--- src/sbd_cfg.svh ---
/*
 sdram block decode and timing constants: register offsets, field positions,
 reset values and timing counts in bus clocks.
 assumes inclusion by bare name from the design module.
*/
`ifndef SBD_CFG_SVH
`define SBD_CFG_SVH

// ****************************************
// register byte offsets
// ****************************************
`define SBD_ADDR_CTRL_OFS 12'h000
`define SBD_MASK_OFS 12'h004
`define SBD_REFRESH_OFS 12'h008
`define SBD_STATUS_OFS 12'h00C

// ****************************************
// field positions
// ****************************************
`define SBD_BASE_MSB 31
`define SBD_BASE_LSB 18
`define SBD_REFON_BIT 15
`define SBD_LAT_MSB 13
`define SBD_LAT_LSB 12
`define SBD_ADDR_CTRL_WMASK 32'hFFFC_B000
`define SBD_MASK_WMASK 32'hFFFC_0000
`define SBD_RIC_W 9

// ****************************************
// reset values
// ****************************************
`define SBD_ADDR_CTRL_RST 32'h0000_0000
`define SBD_MASK_RST 32'h0000_0000
`define SBD_RIC_RST 9'h000

// ****************************************
// timing counts in bus clocks, latency 01 then 1x
// ****************************************
`define SBD_RCD_L1 4'h2
`define SBD_RCD_L2 4'h3
`define SBD_CAS_L1 4'h1
`define SBD_CAS_L2 4'h2
`define SBD_RAS_L1 4'h4
`define SBD_RAS_L2 4'h6
`define SBD_RP_L1 4'h2
`define SBD_RP_L2 4'h3
`define SBD_WR_PRE 4'h1
`define SBD_REF_UNIT 16

`endif

--- src/sbd_pkg.sv ---
/*
 types for the sdram block decode and timing block.
 assumes sbd_cfg.svh is on the include path.
*/
package sbd_pkg;

    typedef struct packed {
        logic [3:0] row_to_column_delay;
        logic [3:0] column_to_data_delay;
        logic [3:0] active_to_precharge_min;
        logic [3:0] precharge_to_active_min;
        logic [3:0] write_to_precharge;
    } sbd_timing_s;

    typedef struct packed {
        logic hit;
        logic refresh_req;
        logic latency_valid;
    } sbd_status_s;

endpackage

--- src/sbd_top.sv ---
/*
 sdram block decode and timing: apb register file for the single sdram block,
 base/mask address hit decode, refresh request timer, latency-derived delays.
 assumes a synchronous apb master on clk and a sequencer that consumes the
 timing outputs and acknowledges refresh requests.
*/
// Function
// - hit when every unmasked base bit 31..18 equals bus address bit
// - refresh requests only while block refresh enable bit 15 is set
// - only column latencies one and two, chosen by bits 13..12
// - latency three is not supported by this controller
// - row to column delay 2 clocks for 01, 3 clocks for 1x
// - read data expected 1 clock after column strobe for 01, 2 for 1x
// - activate to precharge at least 4 clocks for 01, 6 for 1x
// - precharge to activate at least 2 clocks for 01, 3 for 1x
// - one clock from last write data to precharge, all latencies
// - refresh spacing is (interval count + 1) times 16 clocks
`timescale 1ns/1ps
`include "sbd_cfg.svh"

module sbd_top #(
    parameter int ADDR_W = 32
) (
    input wire logic clk,
    input wire logic rst,
    input wire logic psel,
    input wire logic penable,
    input wire logic pwrite,
    input wire logic [11:0] paddr,
    input wire logic [31:0] pwdata,
    output logic [31:0] prdata,
    output logic pready,
    output logic pslverr,
    input wire logic [ADDR_W-1:0] bus_addr,
    input wire logic refresh_ack,
    output logic block_hit,
    output logic refresh_req,
    output logic block_refresh_on,
    output logic [1:0] column_latency_sel,
    output logic latency_valid,
    output sbd_pkg::sbd_timing_s timing
);

    // ****************************************
    // registers
    // ****************************************
    logic [31:0] sdram_block_addr_ctrl_reg;
    logic [31:0] sdram_block_addr_ctrl_next;
    logic [31:0] block_mask_reg_reg;
    logic [31:0] block_mask_reg_next;
    logic [`SBD_RIC_W-1:0] refresh_interval_count_reg;
    logic [`SBD_RIC_W-1:0] refresh_interval_count_next;
    logic [`SBD_RIC_W+3:0] ref_cnt_reg;
    logic [`SBD_RIC_W+3:0] ref_cnt_next;
    logic refresh_req_reg;
    logic refresh_req_next;
    logic block_hit_reg;
    logic block_hit_next;
    sbd_pkg::sbd_timing_s timing_reg;
    sbd_pkg::sbd_timing_s timing_next;
    logic [31:0] prdata_reg;
    logic [31:0] prdata_next;
    logic pslverr_reg;
    logic pslverr_next;

    logic access;
    logic known;
    logic [`SBD_RIC_W+3:0] ref_period;
    logic [1:0] lat;
    logic refresh_on;

    // ****************************************
    // helpers
    // ****************************************
    function automatic logic is_long(input logic [1:0] sel);
        is_long = sel[1];
    endfunction

    function automatic logic lat_defined(input logic [1:0] sel);
        lat_defined = (sel != 2'b00);
    endfunction

    // a set mask bit takes the address bit out of the compare
    function automatic logic bit_matches(input logic addr_bit, input logic base_bit, input logic masked);
        bit_matches = masked || (addr_bit == base_bit);
    endfunction

    // 00 has no timing of its own; the short table keeps the outputs defined
    function automatic sbd_pkg::sbd_timing_s timing_for(input logic [1:0] sel);
        sbd_pkg::sbd_timing_s t;
        if (is_long(sel))
        begin
            t.row_to_column_delay = `SBD_RCD_L2;
            t.column_to_data_delay = `SBD_CAS_L2;
            t.active_to_precharge_min = `SBD_RAS_L2;
            t.precharge_to_active_min = `SBD_RP_L2;
        end
        else
        begin
            t.row_to_column_delay = `SBD_RCD_L1;
            t.column_to_data_delay = `SBD_CAS_L1;
            t.active_to_precharge_min = `SBD_RAS_L1;
            t.precharge_to_active_min = `SBD_RP_L1;
        end
        t.write_to_precharge = `SBD_WR_PRE;
        timing_for = t;
    endfunction

    // terminal count of the refresh timer: period in clocks minus one
    function automatic logic [`SBD_RIC_W+3:0] period_of(input logic [`SBD_RIC_W-1:0] ric);
        period_of = 13'((({4'h0, ric} + 13'h0001) * `SBD_REF_UNIT) - 1);
    endfunction

    // status word: hit, pending refresh, latency defined
    function automatic logic [31:0] status_word(input logic hit, input logic req, input logic valid);
        sbd_pkg::sbd_status_s s;
        s.hit = hit;
        s.refresh_req = req;
        s.latency_valid = valid;
        status_word = {29'h0000_0000, s};
    endfunction

    // ****************************************
    // combinational decodes
    // ****************************************

    assign access = psel & penable;
    assign lat = sdram_block_addr_ctrl_reg[`SBD_LAT_MSB:`SBD_LAT_LSB];
    assign known = (paddr == `SBD_ADDR_CTRL_OFS) || (paddr == `SBD_MASK_OFS) ||
                   (paddr == `SBD_REFRESH_OFS) || (paddr == `SBD_STATUS_OFS);
    assign ref_period = period_of(refresh_interval_count_reg);
    assign refresh_on = sdram_block_addr_ctrl_reg[`SBD_REFON_BIT];

    // ****************************************
    // apb register file
    // ****************************************
    always_comb
    begin
        sdram_block_addr_ctrl_next = sdram_block_addr_ctrl_reg;
        block_mask_reg_next = block_mask_reg_reg;
        refresh_interval_count_next = refresh_interval_count_reg;
        prdata_next = prdata_reg;
        pslverr_next = 1'b0;
        // read data captured in setup, held through the access
        if (psel && !penable)
        begin
            pslverr_next = !known;
            prdata_next = 32'h0000_0000;
            if (!pwrite)
            begin
                unique case (paddr)
                    `SBD_ADDR_CTRL_OFS: prdata_next = sdram_block_addr_ctrl_reg;
                    `SBD_MASK_OFS: prdata_next = block_mask_reg_reg;
                    `SBD_REFRESH_OFS: prdata_next = {23'h00_0000, refresh_interval_count_reg};
                    `SBD_STATUS_OFS: prdata_next = status_word(block_hit_reg, refresh_req_reg, latency_valid);
                    default: prdata_next = 32'h0000_0000;
                endcase
            end
        end
        if (access && pwrite)
        begin
            unique case (paddr)
                // reserved bits 17..16 and 14 kept zero
                `SBD_ADDR_CTRL_OFS: sdram_block_addr_ctrl_next = pwdata & `SBD_ADDR_CTRL_WMASK;
                `SBD_MASK_OFS: block_mask_reg_next = pwdata & `SBD_MASK_WMASK;
                `SBD_REFRESH_OFS: refresh_interval_count_next = pwdata[`SBD_RIC_W-1:0];
                default: ;
            endcase
        end
    end

    // ****************************************
    // apb register file, state
    // ****************************************
    // writes land only at the access edge
    always_ff @(posedge clk or posedge rst)
    begin
        if (rst)
        begin
            sdram_block_addr_ctrl_reg <= `SBD_ADDR_CTRL_RST;
            block_mask_reg_reg <= `SBD_MASK_RST;
            refresh_interval_count_reg <= `SBD_RIC_RST;
            prdata_reg <= 32'h0000_0000;
            pslverr_reg <= 1'b0;
        end
        else
        begin
            sdram_block_addr_ctrl_reg <= sdram_block_addr_ctrl_next;
            block_mask_reg_reg <= block_mask_reg_next;
            refresh_interval_count_reg <= refresh_interval_count_next;
            prdata_reg <= prdata_next;
            pslverr_reg <= pslverr_next;
        end
    end

    // ****************************************
    // base/mask address decode
    // ****************************************
    // hit follows bus_addr by one clock
    always_comb
    begin
        block_hit_next = 1'b1;
        for (int i = `SBD_BASE_LSB; i <= `SBD_BASE_MSB; i++)
        begin
            if (!bit_matches(bus_addr[i], sdram_block_addr_ctrl_reg[i], block_mask_reg_reg[i]))
            begin
                block_hit_next = 1'b0;
            end
        end
    end

    always_ff @(posedge clk or posedge rst)
    begin
        if (rst)
        begin
            block_hit_reg <= 1'b0;
        end
        else
        begin
            block_hit_reg <= block_hit_next;
        end
    end

    // ****************************************
    // refresh request timer
    // ****************************************
    always_comb
    begin
        ref_cnt_next = ref_cnt_reg;
        refresh_req_next = refresh_req_reg;
        if (!refresh_on)
        begin
            // parked while off, so enabling starts a full period
            ref_cnt_next = '0;
            refresh_req_next = 1'b0;
        end
        else
        begin
            if (refresh_ack)
            begin
                refresh_req_next = 1'b0;
            end
            // a new period beats an acknowledge in the same cycle
            if (ref_cnt_reg >= ref_period)
            begin
                ref_cnt_next = '0;
                refresh_req_next = 1'b1;
            end
            else
            begin
                ref_cnt_next = ref_cnt_reg + 13'h0001;
            end
        end
    end

    always_ff @(posedge clk or posedge rst)
    begin
        if (rst)
        begin
            ref_cnt_reg <= '0;
            refresh_req_reg <= 1'b0;
        end
        else
        begin
            ref_cnt_reg <= ref_cnt_next;
            refresh_req_reg <= refresh_req_next;
        end
    end

    // ****************************************
    // latency timing table
    // ****************************************
    // latency 3 has no encoding; only the upper bit picks the long table
    always_comb
    begin
        timing_next = timing_for(lat);
    end

    always_ff @(posedge clk or posedge rst)
    begin
        if (rst)
        begin
            timing_reg <= '0;
        end
        else
        begin
            timing_reg <= timing_next;
        end
    end

    // ****************************************
    // outputs
    // ****************************************
    assign prdata = prdata_reg;
    // zero wait states: every access completes in its first cycle
    assign pready = 1'b1;
    assign pslverr = pslverr_reg & access;
    assign block_hit = block_hit_reg;
    assign refresh_req = refresh_req_reg;
    assign block_refresh_on = refresh_on;
    assign column_latency_sel = lat;
    assign latency_valid = lat_defined(lat);
    assign timing = timing_reg;

endmodule // sbd_top

--- config.mk ---
export PLATFORM = sky130hd
export DESIGN_NAME = sbd_top
export DESIGN_NICKNAME = d
export VERILOG_FILES = /design/src/sbd_pkg.sv /design/src/sbd_top.sv
export VERILOG_INCLUDE_DIRS = /design/src /design/src/src
export SDC_FILE = /design/constraint.sdc
export NUM_CORES = 1
export LEC_CHECK = 0
export BUFFER_PORTS_ARGS = -buffer_cell sky130_fd_sc_hd__clkbuf_2
export CORE_ASPECT_RATIO = 1.4
export CORE_MARGIN = 2
export CORE_UTILIZATION = 30
export CTS_BUF_LIST = sky130_fd_sc_hd__clkbuf_8 sky130_fd_sc_hd__clkbuf_16
export CTS_CLUSTER_DIAMETER = 40
export CTS_CLUSTER_SIZE = 40
export DETAILED_ROUTE_END_ITERATION = 10
export SLEW_MARGIN = 10
export SYNTH_ARGS = -nofsm -noshare
export SYNTH_HDL_FRONTEND = slang
export SYNTH_SLANG_ARGS = --single-unit
--- constraint.sdc ---
create_clock -name clk -period 5.2 [get_ports clk]
set_input_delay 0.52 -clock clk [delete_from_list [all_inputs] [get_ports clk]]
set_output_delay 0.52 -clock clk [all_outputs]
set_load 0.005 [all_outputs]
**Word level (Yosys, flattened, before mapping)**

Index checks and enable logic that the tools add are counted.

- Word-level logic and storage cells: 86
- Register bits after elaboration: 103
- Bits of input ports: 82

- Order comparisons: 1
- Muxes and demuxes: 23
- Reductions and logical operators: 26
- Equality and inequality tests: 18
- Bitwise operators: 2
- Add/sub/neg operators: 3

Operator list:

| cell | count |
|---|---|
| 32-bit one-hot mux with 4 select lines | 1 |
| 13-bit 2-to-1 mux | 3 |
| 32-bit 2-to-1 mux | 1 |
| 12-bit by 4-bit == test with 1-bit output, second input constant | 2 |
| 1-bit 2-to-1 mux | 18 |
| 1-bit logical OR | 17 |
| 1-bit == test | 14 |
| 13-bit by 1-bit adder with 13-bit output, second input constant | 1 |
| 13-bit greater-or-equal comparator | 1 |
| 13-bit by 1-bit subtractor with 13-bit output, second input constant | 1 |
| 12-bit by 3-bit == test with 1-bit output, second input constant | 1 |
| 12-bit zero test | 1 |
| 9-bit by 1-bit adder with 9-bit output, second input constant | 1 |
| 2-bit AND reduction | 3 |
| 3-bit by 2-bit != test with 1-bit output, second input constant | 1 |
| 1-bit bitwise AND | 2 |
| 1-bit logical AND | 2 |
| 1-bit zero test | 2 |
| 2-bit nonzero test | 1 |

**Logic depth before layout (Yosys ltp)**

Gate-level depths: netlist of run 1.

- Depth in word-level cells: 16
- Mapped depth: 15

**Worst setup path before layout of run 1**

OpenSTA, ideal clock, no wires.

- Path type: register -> register
- From: reg refresh_interval_count_reg[1]
- To: reg ref_cnt_reg[10]
- Stages on the path, launching flop included: 14
- Path slack: 2,131 ps
- Path buffers: 3
- Clock period less this slack: 3,069 ps
- Required time: 5,068 ps
- Data arrival time: 2,937 ps
- Cells stage by stage: dfrtp_1 ha_1 clkbuf_1 and3_1 clkbuf_1 nand3_1 xor2_1 nand4b_1 xnor2_1 ha_1 nand2_1 o31ai_1 clkbuf_1 nor2_1

- Cells in the longest elaborated chain, start to end: 5

Ends and longest elaborated chain:

| what | RTL line | text |
|---|---|---|
| start, declared | sbd_top.sv:51 | `` logic [`SBD_RIC_W-1:0] refresh_interval_count_reg; `` |
| start signal, assigned | sbd_top.sv:182 | `` refresh_interval_count_reg <= `SBD_RIC_RST; `` |
| start signal, assigned | sbd_top.sv:190 | `refresh_interval_count_reg <= refresh_interval_count_next;` |
| 9-bit by 1-bit adder with 9-bit output | sbd_top.sv:111 | `` period_of = 13'((({4'h0, ric} + 13'h0001) * `SBD_REF_UNIT) - 1); `` |
| 13-bit by 1-bit subtractor with 13-bit output | sbd_top.sv:111 |  |
| 13-bit greater-or-equal comparator | sbd_top.sv:244 | `if (ref_cnt_reg >= ref_period)` |
| 13-bit 2-to-1 mux | sbd_top.sv:244 |  |
| 13-bit 2-to-1 mux | sbd_top.sv:231 | `if (!refresh_on)` |
| net ref_cnt_next[10] | sbd_top.sv:54 | `` logic [`SBD_RIC_W+3:0] ref_cnt_next; `` |
| end signal, assigned | sbd_top.sv:265 | `ref_cnt_reg <= ref_cnt_next;` |
| end, declared | sbd_top.sv:53 | `` logic [`SBD_RIC_W+3:0] ref_cnt_reg; `` |

The timed path passes the listed nets, and every way through them passes these cells.
A chain may end at the register's enable or synchronous reset.

**Final worst setup path of run 1**

- From: reg refresh_interval_count_reg[1]
- To: reg refresh_req_reg, in the netlist refresh_req

- Cells in the longest elaborated chain, start to end: 5
- Elaborated cells between the ends (all ways): 6
- Classes of those cells: add/sub (2); order compare (1); eq/ne (1); mux (2)

Ends and longest elaborated chain:

| what | RTL line | text |
|---|---|---|
| 9-bit by 1-bit adder with 9-bit output (*) | sbd_top.sv:111 |  |
| 13-bit by 1-bit subtractor with 13-bit output (*) | sbd_top.sv:111 |  |
| 13-bit greater-or-equal comparator (*) | sbd_top.sv:244 |  |
| 1-bit 2-to-1 mux | sbd_top.sv:244 |  |
| 1-bit 2-to-1 mux | sbd_top.sv:231 |  |
| end signal, assigned | sbd_top.sv:266 | `refresh_req_reg <= refresh_req_next;` |
| end, declared | sbd_top.sv:55 | `logic refresh_req_reg;` |

Every way passes the cells marked *; elsewhere a longest branch is shown, timed or not.

==> results of run 1 <==
Yosys cell counts (all sizes together), types with 2 or more instances:
master,count,area share
nor3b,2,0.0045
mux2i,3,0.0067
buf,31,0.051
nor2,20,0.017
a21oi,8,0.0090
xor2,15,0.030
nand4,5,0.010
xnor2,26,0.051
inv,8,0.0067
o21ai,21,0.024
o31ai,2,0.0034
nand2,32,0.027
or4,3,0.0059
o22ai,8,0.011
ha,12,0.034
and3,10,0.014
nor3,2,0.0034
a22o,6,0.012
nand2b,4,0.0056
or3,2,0.0028
a22oi,14,0.024
mux2,39,0.11
conb,2,0.0017
o211ai,2,0.0034
dfrtp,85,0.48
nor4,4,0.012
clkbuf,13,0.011
nand3,8,0.0090
how the worst max path moves through the flow:
stage	from	end	slack, ps	cells after the start
5_1_grt	refresh_interval_count_reg[1]	refresh_req	1780	10
4_1_cts	refresh_interval_count_reg[1]	refresh_req	2030	10
6_report	refresh_interval_count_reg[1]	refresh_req	2050	10
3_5_place_dp	refresh_interval_count_reg[1]	refresh_req	2050	10
2_1_floorplan	refresh_interval_count_reg[1]	ref_cnt_reg[10]	2130	13
3_3_place_gp	refresh_interval_count_reg[1]	refresh_req	2180	10
kinds of logic (layout without fill, tap and decap cells):
kind of cell               count (synthesis)  count (layout)  synth area share
adders and majority gates                 12              12           0.03373
AOI/OAI and AO/OA                         69              69            0.1017
buffers and inverters                     52             128           0.06886
and+or+nand+nor                           98              98            0.1225
muxes                                     42              42            0.1130
xor gates and xnor gates                  41              41           0.08066
DFF                                       85              85            0.4778
other                                      2              19          0.001687
metrics by stage:
stage | hold slack, ps | area (sq um)
finish | 398.9 | 5321
global route | 407.6 | 5321
CTS | 386.6 | 5321
detailed placement | 411.4 | 5010
global placement | 398.4 | 5010
floorplan | 387.5 | 4516
per-layer routing:
layer | global-route usage | vias to the layer above | share of wire
li1 | - | 1551 | -
met3 | 0.04689 | 11 | 0.061
met2 | 0.2478 | 88 | 0.54
met1 | 0.1478 | 1630 | 0.39
met5 | 0 | - | 0
met4 | 0.03896 | 0 | 0.012
power breakdown:
group,switching (mW),internal (mW)
sequential,0.00107,0.663
clock,0.264,0.398
combinational,0.0397,0.0258
total,0.305,1.09
layout make-up:
type                       instances  area, sq um
fill                            1467         9188
sequential                        85         2127
multi-input combinational        281         2082
timing repair buffer             104        533.0
clock buffer                      11        252.7
tap                              189        236.5
clock inverter                     5        58.81
inverter                           8        31.28
worst max-delay path: stages (launching register included):
cell	delay, ps
dfrtp_1	530
ha_1	380
and3_1	300
nand3_1	110
xor2_1	300
nand4b_1	160
xnor2_1	220
ha_1	300
a221oi_1	390
o211ai_1	150
and3_1	190
==> run_results.csv, run 1 <==
group,metric,value,unit
outcome,status,"complete, no violations",
logic_synthesis,yosysSeqAreaShare,0.4778,
routing,drt-total-wl,10530,microns
global_route,antenna_found_initial,0,
die,fp.dieH,148.1,microns
global_route,grt_pass1_wl,16860,microns
setup_path,r2r-end,"refresh_req",
layout,final_layout_size_suffix_gt1_frac,0.3401,
logic_synthesis,syn_inst,401,
min_path,hold_class,"input port to flip-flop",
setup_path,rr_worst_depth,10,
placed_design,dp_cells,667,
routing,wl_per_cell,15.41,microns
die,die_w,107.0,microns
routing,first_pass_iters,4,
global_route,grt_max_degree,86,
routing,drtIter0Drc,72,
clocking,cts_made_buffers,9,
clocking,clock_sinks,85,
layout,nNetsFinal,583,
clocking,clk_latency,340,ps
sta,finalHoldViolCount,0,
logic_synthesis,ys_ff_latch,85,
flow_run,max-cap-violations,0,
setup_path,end_kind,"flip-flop",
logic_synthesis,syn_area,0.004452,sq mm
routing,vias,3280,
global_route,grtUsageTotal,0.1359,
clocking,cts_tree,"built",
placed_design,place.gp.congestion,0.7747,
routing,vias_per_cell,4.802,
sta,period_share,0.6048,
min_path,hold_start,"pwdata[13]",
placed_design,port_buffers,99,
die,num_rows,52,
routing,postRouteAntennaNets,0,
layout,layout_common_cells,"99 x clkbuf_2, 85 x dfrtp_1, 32 x nand2_1, 30 x mux2_2, 26 x xnor2_1",
setup_path,worstReg2RegStart,"refresh_interval_count_reg[1]",
power_and_ir_drop,vdd_drop_max,148.6,uV
sta,layout_min_cycle_time,3145,ps
clocking,clk_pin_slew,70,ps
clocking,htree_levels,3,
layout,area_delta_synth_final,19.53,%
die,pin_count,142,
sta,clock_skew,5.913,ps
logic_synthesis,synthFlopType,"dfrtp_1",
setup_path,cp-start-kind,"flip-flop",
layout,layout.cells.non_filler,683,
clocking,post-cts-setup-buffers,0,
die,coreArea,0.01451,sq mm
die,start_util,0.3068,
power_and_ir_drop,leakagePower,2.586,nW
sta,tns,0,ps
sta,finalSetupViolations,0,
min_path,hold_path_depth,3,
routing,route.detailed.drc,0,
power_and_ir_drop,cellPowerDensity,261.5,mW/mm^2
logic_synthesis,syn_avg_cell_area,11.10,sq um
clocking,cts_buffer_depth,2,
sta,rsz0062_at_grt,"no",
layout,largest_reg_flops,26,
logic_synthesis,yosys_warnings,0,
setup_path,arrival,3380,ps
logic_synthesis,synth-async-reset-ratio,1.000,
clocking,cts_resized,0,
min_path,hold-path-endpoint,"sdram_block_addr_ctrl_reg[13]",
placed_design,place_ws,2046,ps
logic_synthesis,ys_types,53,
layout,layout_commonest_cell,"clkbuf_2",
placed_design,hpwl,7838,microns
layout,antenna_cells_inserted,0,
sta,setup_ws,2055,ps
layout,fin_util,0.3668,
clocking,holdBufCountCts,0,
logic_synthesis,synth_edf_count,0,
setup_path,critPathKind,"flip-flop to flip-flop",
setup_path,r2r_setup_slack,2050,ps
setup_path,cp_data_required_time,5440,ps
sta,tightestPinTransition,1148,ps
sta,max_slew_margin,0.2305,
die,die_area,0.01584,sq mm
sta,slew_viol_final,0,
setup_path,path_max_fanout,10,
sta,timing.fmax,318.0,MHz
power_and_ir_drop,power,1.391,mW
clocking,root_buffer,"clkbuf_16",
global_route,grt_pass1_vias,3376,
global_route,overflow,0,
Power figures use the tool's default switching activity.
==> run 2, diff against run 1 <==
ABC_AREA = 1   (was default)
clock period = 3.1 ns   (was 5.2 ns; I/O delays follow)
==> run_results.csv, run 2 <==
group,metric,value,unit
logic_synthesis,synth.most_common_cell,"nand2_1",
setup_path,r2r_setup_slack,370,ps
die,fp.dieH,153.9,microns
logic_synthesis,yosys_warnings,0,
logic_synthesis,synth-async-reset-ratio,1.000,
setup_path,rr_worst_depth,17,
die,pin_count,142,
clocking,clk_pin_slew,70,ps
setup_path,crit_path_start,"refresh_interval_count_reg[0]",
clocking,cts_buffer_depth,2,
setup_path,end_kind,"flip-flop",
clocking,post-cts-setup-buffers,0,
clocking,cts_resized,0,
setup_path,arrival,2960,ps
clocking,root_buffer,"clkbuf_16",
die,coreArea,0.01568,sq mm
die,die_area,0.01710,sq mm
layout,antenna_cells_inserted,0,
setup_path,endpoint,"ref_cnt_reg[9]",
min_path,hold_class,"input port to async pin",
logic_synthesis,synth_area_leaders,"dfrtp_1 44%, nand2_1 14%, o21ai_0 6.3%, nor2_1 5.1%, inv_1 4.8%",
die,num_rows,54,
logic_synthesis,ys_ff_latch,85,
sta,max_slew_margin,0.5227,
logic_synthesis,syn_inst,614,
sta,setup_ws,365.5,ps
layout,nNetsFinal,800,
layout,fillers,1722,
setup_path,critPathKind,"flip-flop to flip-flop",
global_route,overflow,0,
routing,first_pass_iters,4,
setup_path,cp_data_required_time,3330,ps
layout,seq_area,0.002127,sq mm
power_and_ir_drop,vdd_drop_max,201.1,uV
sta,slew_viol_final,0,
global_route,grt_pass1_wl,19960,microns
global_route,grt_max_degree,51,
logic_synthesis,syn_area,0.004816,sq mm
setup_path,slowest_stage,"dfrtp_1",
clocking,clk_latency,340,ps
placed_design,place.gp.congestion,0.8586,
outcome,status,"complete, no violations",
clocking,cts_tree,"built",
logic_synthesis,syn_avg_cell_area,7.843,sq um
power_and_ir_drop,power,2.638,mW
clocking,htree_levels,3,
setup_path,cp-start-kind,"flip-flop",
sta,clock_skew,9.065,ps
sta,tns,0,ps
routing,vias,4102,
logic_synthesis,synth_area_leader_cell,"dfrtp_1",
routing,drt-total-wl,12250,microns
sta,rsz0062_at_grt,"no",
setup_path,worstReg2RegStart,"refresh_interval_count_reg[0]",
die,start_util,0.3072,
layout,final_layout_size_suffix_gt1_frac,0.2124,
routing,wl_per_cell,13.51,microns
logic_synthesis,yosys.area.top_type_share,0.4417,
setup_path,path_common_cell,"nand2_1",
sta,finalHoldViolCount,0,
logic_synthesis,ys_types,35,
routing,vias_per_cell,4.523,
placed_design,hpwl,9058,microns
clocking,cts_made_buffers,9,
routing,route.detailed.drc,0,
die,die_w,111.1,microns
power_and_ir_drop,leakagePower,3.220,nW
layout,layout_common_cells,"175 x nand2_1, 99 x clkbuf_2, 85 x dfrtp_1, 66 x nor2_1",
sta,timing.fmax,365.7,MHz
global_route,antenna_found_initial,0,
placed_design,place_ws,364.9,ps
logic_synthesis,synth_edf_count,0,
sta,finalSetupViolations,0,
layout,largest_reg_flops,26,
flow_run,max-cap-violations,0,
routing,drtIter0Drc,168,
setup_path,crit_chain,"ha_1 > nand3_1 > nor2_1 > nand2_1 > o21ai_0 > nand2_1 > nand3_1 > nand2_1 > ha_1 > nand2_1 > nor2_1 > inv_1 > nor2_1 > nand2_1 > nand4_1 > buf_4 > nor2_1",
setup_path,slowest_delay,460,ps
clocking,holdBufCountCts,0,
layout,multi_input_area,0.002205,sq mm
sta,layout_min_cycle_time,2735,ps
sta,tightestPinTransition,714.2,ps
setup_path,r2r-end,"ref_cnt_reg[9]",
power_and_ir_drop,cellPowerDensity,464.1,mW/mm^2
logic_synthesis,synthFlopType,"dfrtp_1",
global_route,grtUsageTotal,0.1481,
logic_synthesis,yosysSeqAreaShare,0.4417,
routing,postRouteAntennaNets,0,
logic_synthesis,synth_common_cells,"175 x nand2_1, 85 x dfrtp_1, 66 x nor2_1, 61 x inv_1, 61 x o21ai_0",
sta,period_share,0.8821,
clocking,clock_sinks,85,
setup_path,path_max_fanout,13,
layout,area_delta_synth_final,18.00,%
global_route,grt_pass1_vias,3945,
placed_design,port_buffers,99,
layout,layout_commonest_cell,"nand2_1",
[run 2: how the worst min path moves through the flow]
stage,startpoint,end,cells past startpoint
after floorplan,sdram_block_addr_ctrl_reg[13],timing[4],0
after global placement,sdram_block_addr_ctrl_reg[13],timing[4],0
after detailed placement,sdram_block_addr_ctrl_reg[13],timing[4],0
after CTS,rst,prdata[28],2
after global routing,rst,prdata[28],2
final,rst,prdata[28],2
[run 2: logic make-up (layout without fill, tap and decap cells)]
| family | after synthesis | in the layout | synth area share |
|---|---|---|---|
| AND/OR/NAND/NOR | 297 | 297 | 0.2741 |
| flip-flops | 85 | 85 | 0.4417 |
| other | 2 | 19 | 0.001559 |
| adder cells (fa/ha/maj) | 12 | 12 | 0.03118 |
| AO/OA/AOI/OAI | 98 | 98 | 0.1104 |
| XOR/XNOR | 15 | 15 | 0.02728 |
| buffers and inverters | 105 | 185 | 0.1138 |
[run 2: power breakdown]
part | internal, mW | switching [mW]
logic | 0.109 | 0.154
clock network | 0.703 | 0.463
registers | 1.15 | 0.0529
[run 2: routing by layer]
layer | up-vias | wire (microns) | GRT usage
li1 | 2082 | - | -
met1 | 1921 | 5230 | 0.1789
met2 | 89 | 6371 | 0.2685
met3 | 10 | 470 | 0.02523
met4 | 0 | 178 | 0.04644
met5 | - | 0 | 0
[run 2: critical path: cells and delay by family, from the launching register on]
family	cells	cell delay, ps
compound gates	1	150
simple gates	12	1170
fa+ha+maj	2	590
flops	1	460
buf+inv	2	240
[run 2: final cells by class]
class                      instances  area share
timing repair buffer             104     0.09599
inverter                          65     0.04315
tap                              196     0.04315
multi-input combinational        441      0.3879
clock inverter                     7     0.01585
sequential                        85      0.3743
clock buffer                       9     0.03963
[run 2: metrics by stage]
stage	utilization	area (sq um)	cells	hold slack (ps)
4_1_cts	0.3625	5683	907	32.05
3_5_place_dp	0.3424	5368	891	391.4
2_1_floorplan	-	4880	631	374.9
5_1_grt	0.3625	5683	907	67.78
3_3_place_gp	0.3424	5368	891	381.1
6_report	0.3625	5683	907	13.06
==> run 3, diff against run 2 <==
CORE_UTILIZATION = 25   (was 30)
==> run_results.csv, run 3 (same netlist as run 2, synthesis figures left out) <==
group,metric,value,unit
die,pin_count,142,
setup_path,slowest_delay,450,ps
sta,finalHoldViolCount,0,
layout,multi_input_area,0.002205,sq mm
routing,drt-total-wl,12420,microns
setup_path,cp-start-kind,"flip-flop",
outcome,status,"complete, no violations",
sta,finalSetupViolations,0,
layout,layout_commonest_cell,"nand2_1",
clocking,cts_buffer_depth,2,
sta,holdWs,62.91,ps
power_and_ir_drop,power.share.clock,0.469,
power_and_ir_drop,pwr-share-comb,0.094,
die,die_area,0.02041,sq mm
setup_path,critPathKind,"flip-flop to flip-flop",
flow_run,max-cap-violations,0,
setup_path,arrival,2950,ps
sta,tns,0,ps
layout,antenna_cells_inserted,0,
clocking,post-cts-setup-buffers,0,
global_route,grtUsageTotal,0.1276,
global_route,overflow,0,
routing,first_pass_iters,4,
setup_path,cp_data_required_time,3320,ps
routing,wl_per_cell,12.98,microns
clocking,clock_sinks,85,
power_and_ir_drop,internal-power,2.123,mW
clocking,root_buffer,"clkbuf_16",
clocking,cts_tree,"built",
sta,tightestPinTransition,761.3,ps
layout,area_delta_synth_final,20.08,%
die,fp.dieH,168.2,microns
setup_path,slowest_stage,"dfrtp_1",
power_and_ir_drop,power.net_switching,0.6403,mW
layout,largest_reg_flops,26,
setup_path,path_common_cell,"nor2_1",
global_route,grt_pass1_vias,3994,
layout,nNetsFinal,800,
sta,timing.fmax,366.2,MHz
power_and_ir_drop,cellPowerDensity,477.8,mW/mm^2
setup_path,path_max_fanout,13,
placed_design,port_buffers,99,
sta,layout_min_cycle_time,2731,ps
sta,rsz0062_at_grt,"no",
setup_path,end_kind,"flip-flop",
min_path,hold_class,"input port to async pin",
die,start_util,0.2526,
routing,vias_per_cell,4.237,
clocking,htree_levels,3,
sta,slew_viol_final,0,
global_route,antenna_found_initial,0,
power_and_ir_drop,power,2.763,mW
power_and_ir_drop,seq_power_share,0.437,
power_and_ir_drop,leakagePower,3.235,nW
global_route,grt_max_degree,46,
die,num_rows,60,
power_and_ir_drop,vdd_drop_max,264.5,uV
layout,final_layout_size_suffix_gt1_frac,0.2116,
clocking,cts_resized,0,
clocking,clk_pin_slew,60,ps
clocking,cts_made_buffers,9,
global_route,grt_pass1_wl,20320,microns
die,die_w,121.3,microns
layout,layout_common_cells,"175 x nand2_1, 99 x clkbuf_2, 85 x dfrtp_1, 66 x nor2_1, 61 x o21ai_0",
clocking,holdBufCountCts,0,
sta,max_slew_margin,0.4919,
routing,route.detailed.drc,0,
placed_design,place.gp.congestion,0.8134,
routing,vias,4055,
setup_path,crit_chain,"ha_1 > or2_2 > nor2_4 > nand2_1 > nor2_1 > xor2_1 > inv_1 > ha_1 > nand2_1 > nor2_1 > inv_1 > nor2_1 > nand2_1 > nand4_1 > buf_4 > nor2_1",
die,coreArea,0.01907,sq mm
layout,fillers,2095,
layout,seq_area,0.002127,sq mm
routing,postRouteAntennaNets,0,
clocking,clk_latency,340,ps
sta,clock_skew,6.651,ps
sta,period_share,0.8808,
routing,drtIter0Drc,135,
power_and_ir_drop,swShare,0.2317,
placed_design,hpwl,9462,microns
==> run 3: power by group through the flow <==
stage               sequential (mW)  combinational [mW]  clock [mW]
floorplan                      1.21               0.192           0
global placement               1.23               0.260           0
detailed placement             1.23               0.264           0
CTS                            1.21               0.266        1.33
global route                   1.22               0.306        1.38
finish                         1.21               0.259        1.30
==> run 3: stage by stage <==
step / cells / area [sq um] / setup slack [ps] / util
detailed placement: 943 / 5433 / 366.9 / 0.2849
global placement: 943 / 5433 / 377.0 / 0.2849
floorplan: 631 / 4880 / 474.3 / -
CTS: 957 / 5783 / 351.0 / 0.3033
finish: 957 / 5783 / 369.4 / 0.3033
global route: 957 / 5783 / 8.843 / 0.3033
==> run 3: layout make-up <==
type,count,area share
multi-input cells,441,0.3812
flip-flops and latches,85,0.3678
repair buffers,104,0.09433
well taps,248,0.05366
inverters,65,0.04241
clock buffers,9,0.03894
clock inverters,5,0.02164
==> run 3: path summary, 6_finish.rpt <==
| path | end | slack (ps) | startpoint | depth (start not counted) |
|---|---|---|---|---|
| min in group clk | refresh_interval_count_reg[2] | 180 | pwdata[2] | 3 |
| max | ref_cnt_reg[11] | 370 | refresh_interval_count_reg[0] | 16 |
| min | prdata[31] | 60 | rst | 2 |
| max in group asynchronous | refresh_interval_count_reg[7] | 2340 | rst | 3 |
| min reg2reg | timing[4] | 400 | sdram_block_addr_ctrl_reg[13] | 0 |
| max reg2reg | ref_cnt_reg[11] | 370 | refresh_interval_count_reg[0] | 16 |
==> run 3: layer usage <==
| layer | up-vias | share of wire | GRT usage |
|---|---|---|---|
| li1 | 2088 | - | - |
| met1 | 1846 | 0.42 | 0.1530 |
| met2 | 106 | 0.51 | 0.2257 |
| met3 | 15 | 0.049 | 0.02778 |
| met4 | 0 | 0.015 | 0.03948 |
| met5 | - | 0 | 0 |
==> run 3: worst max-delay path, delay by kind of cell, from the launching register on <==
family / cells / cell delay (ps)
flops: 1 / 450
buf+inv: 3 / 300
simple gates: 10 / 1120
xor+xnor: 1 / 150
fa+ha+maj: 2 / 600
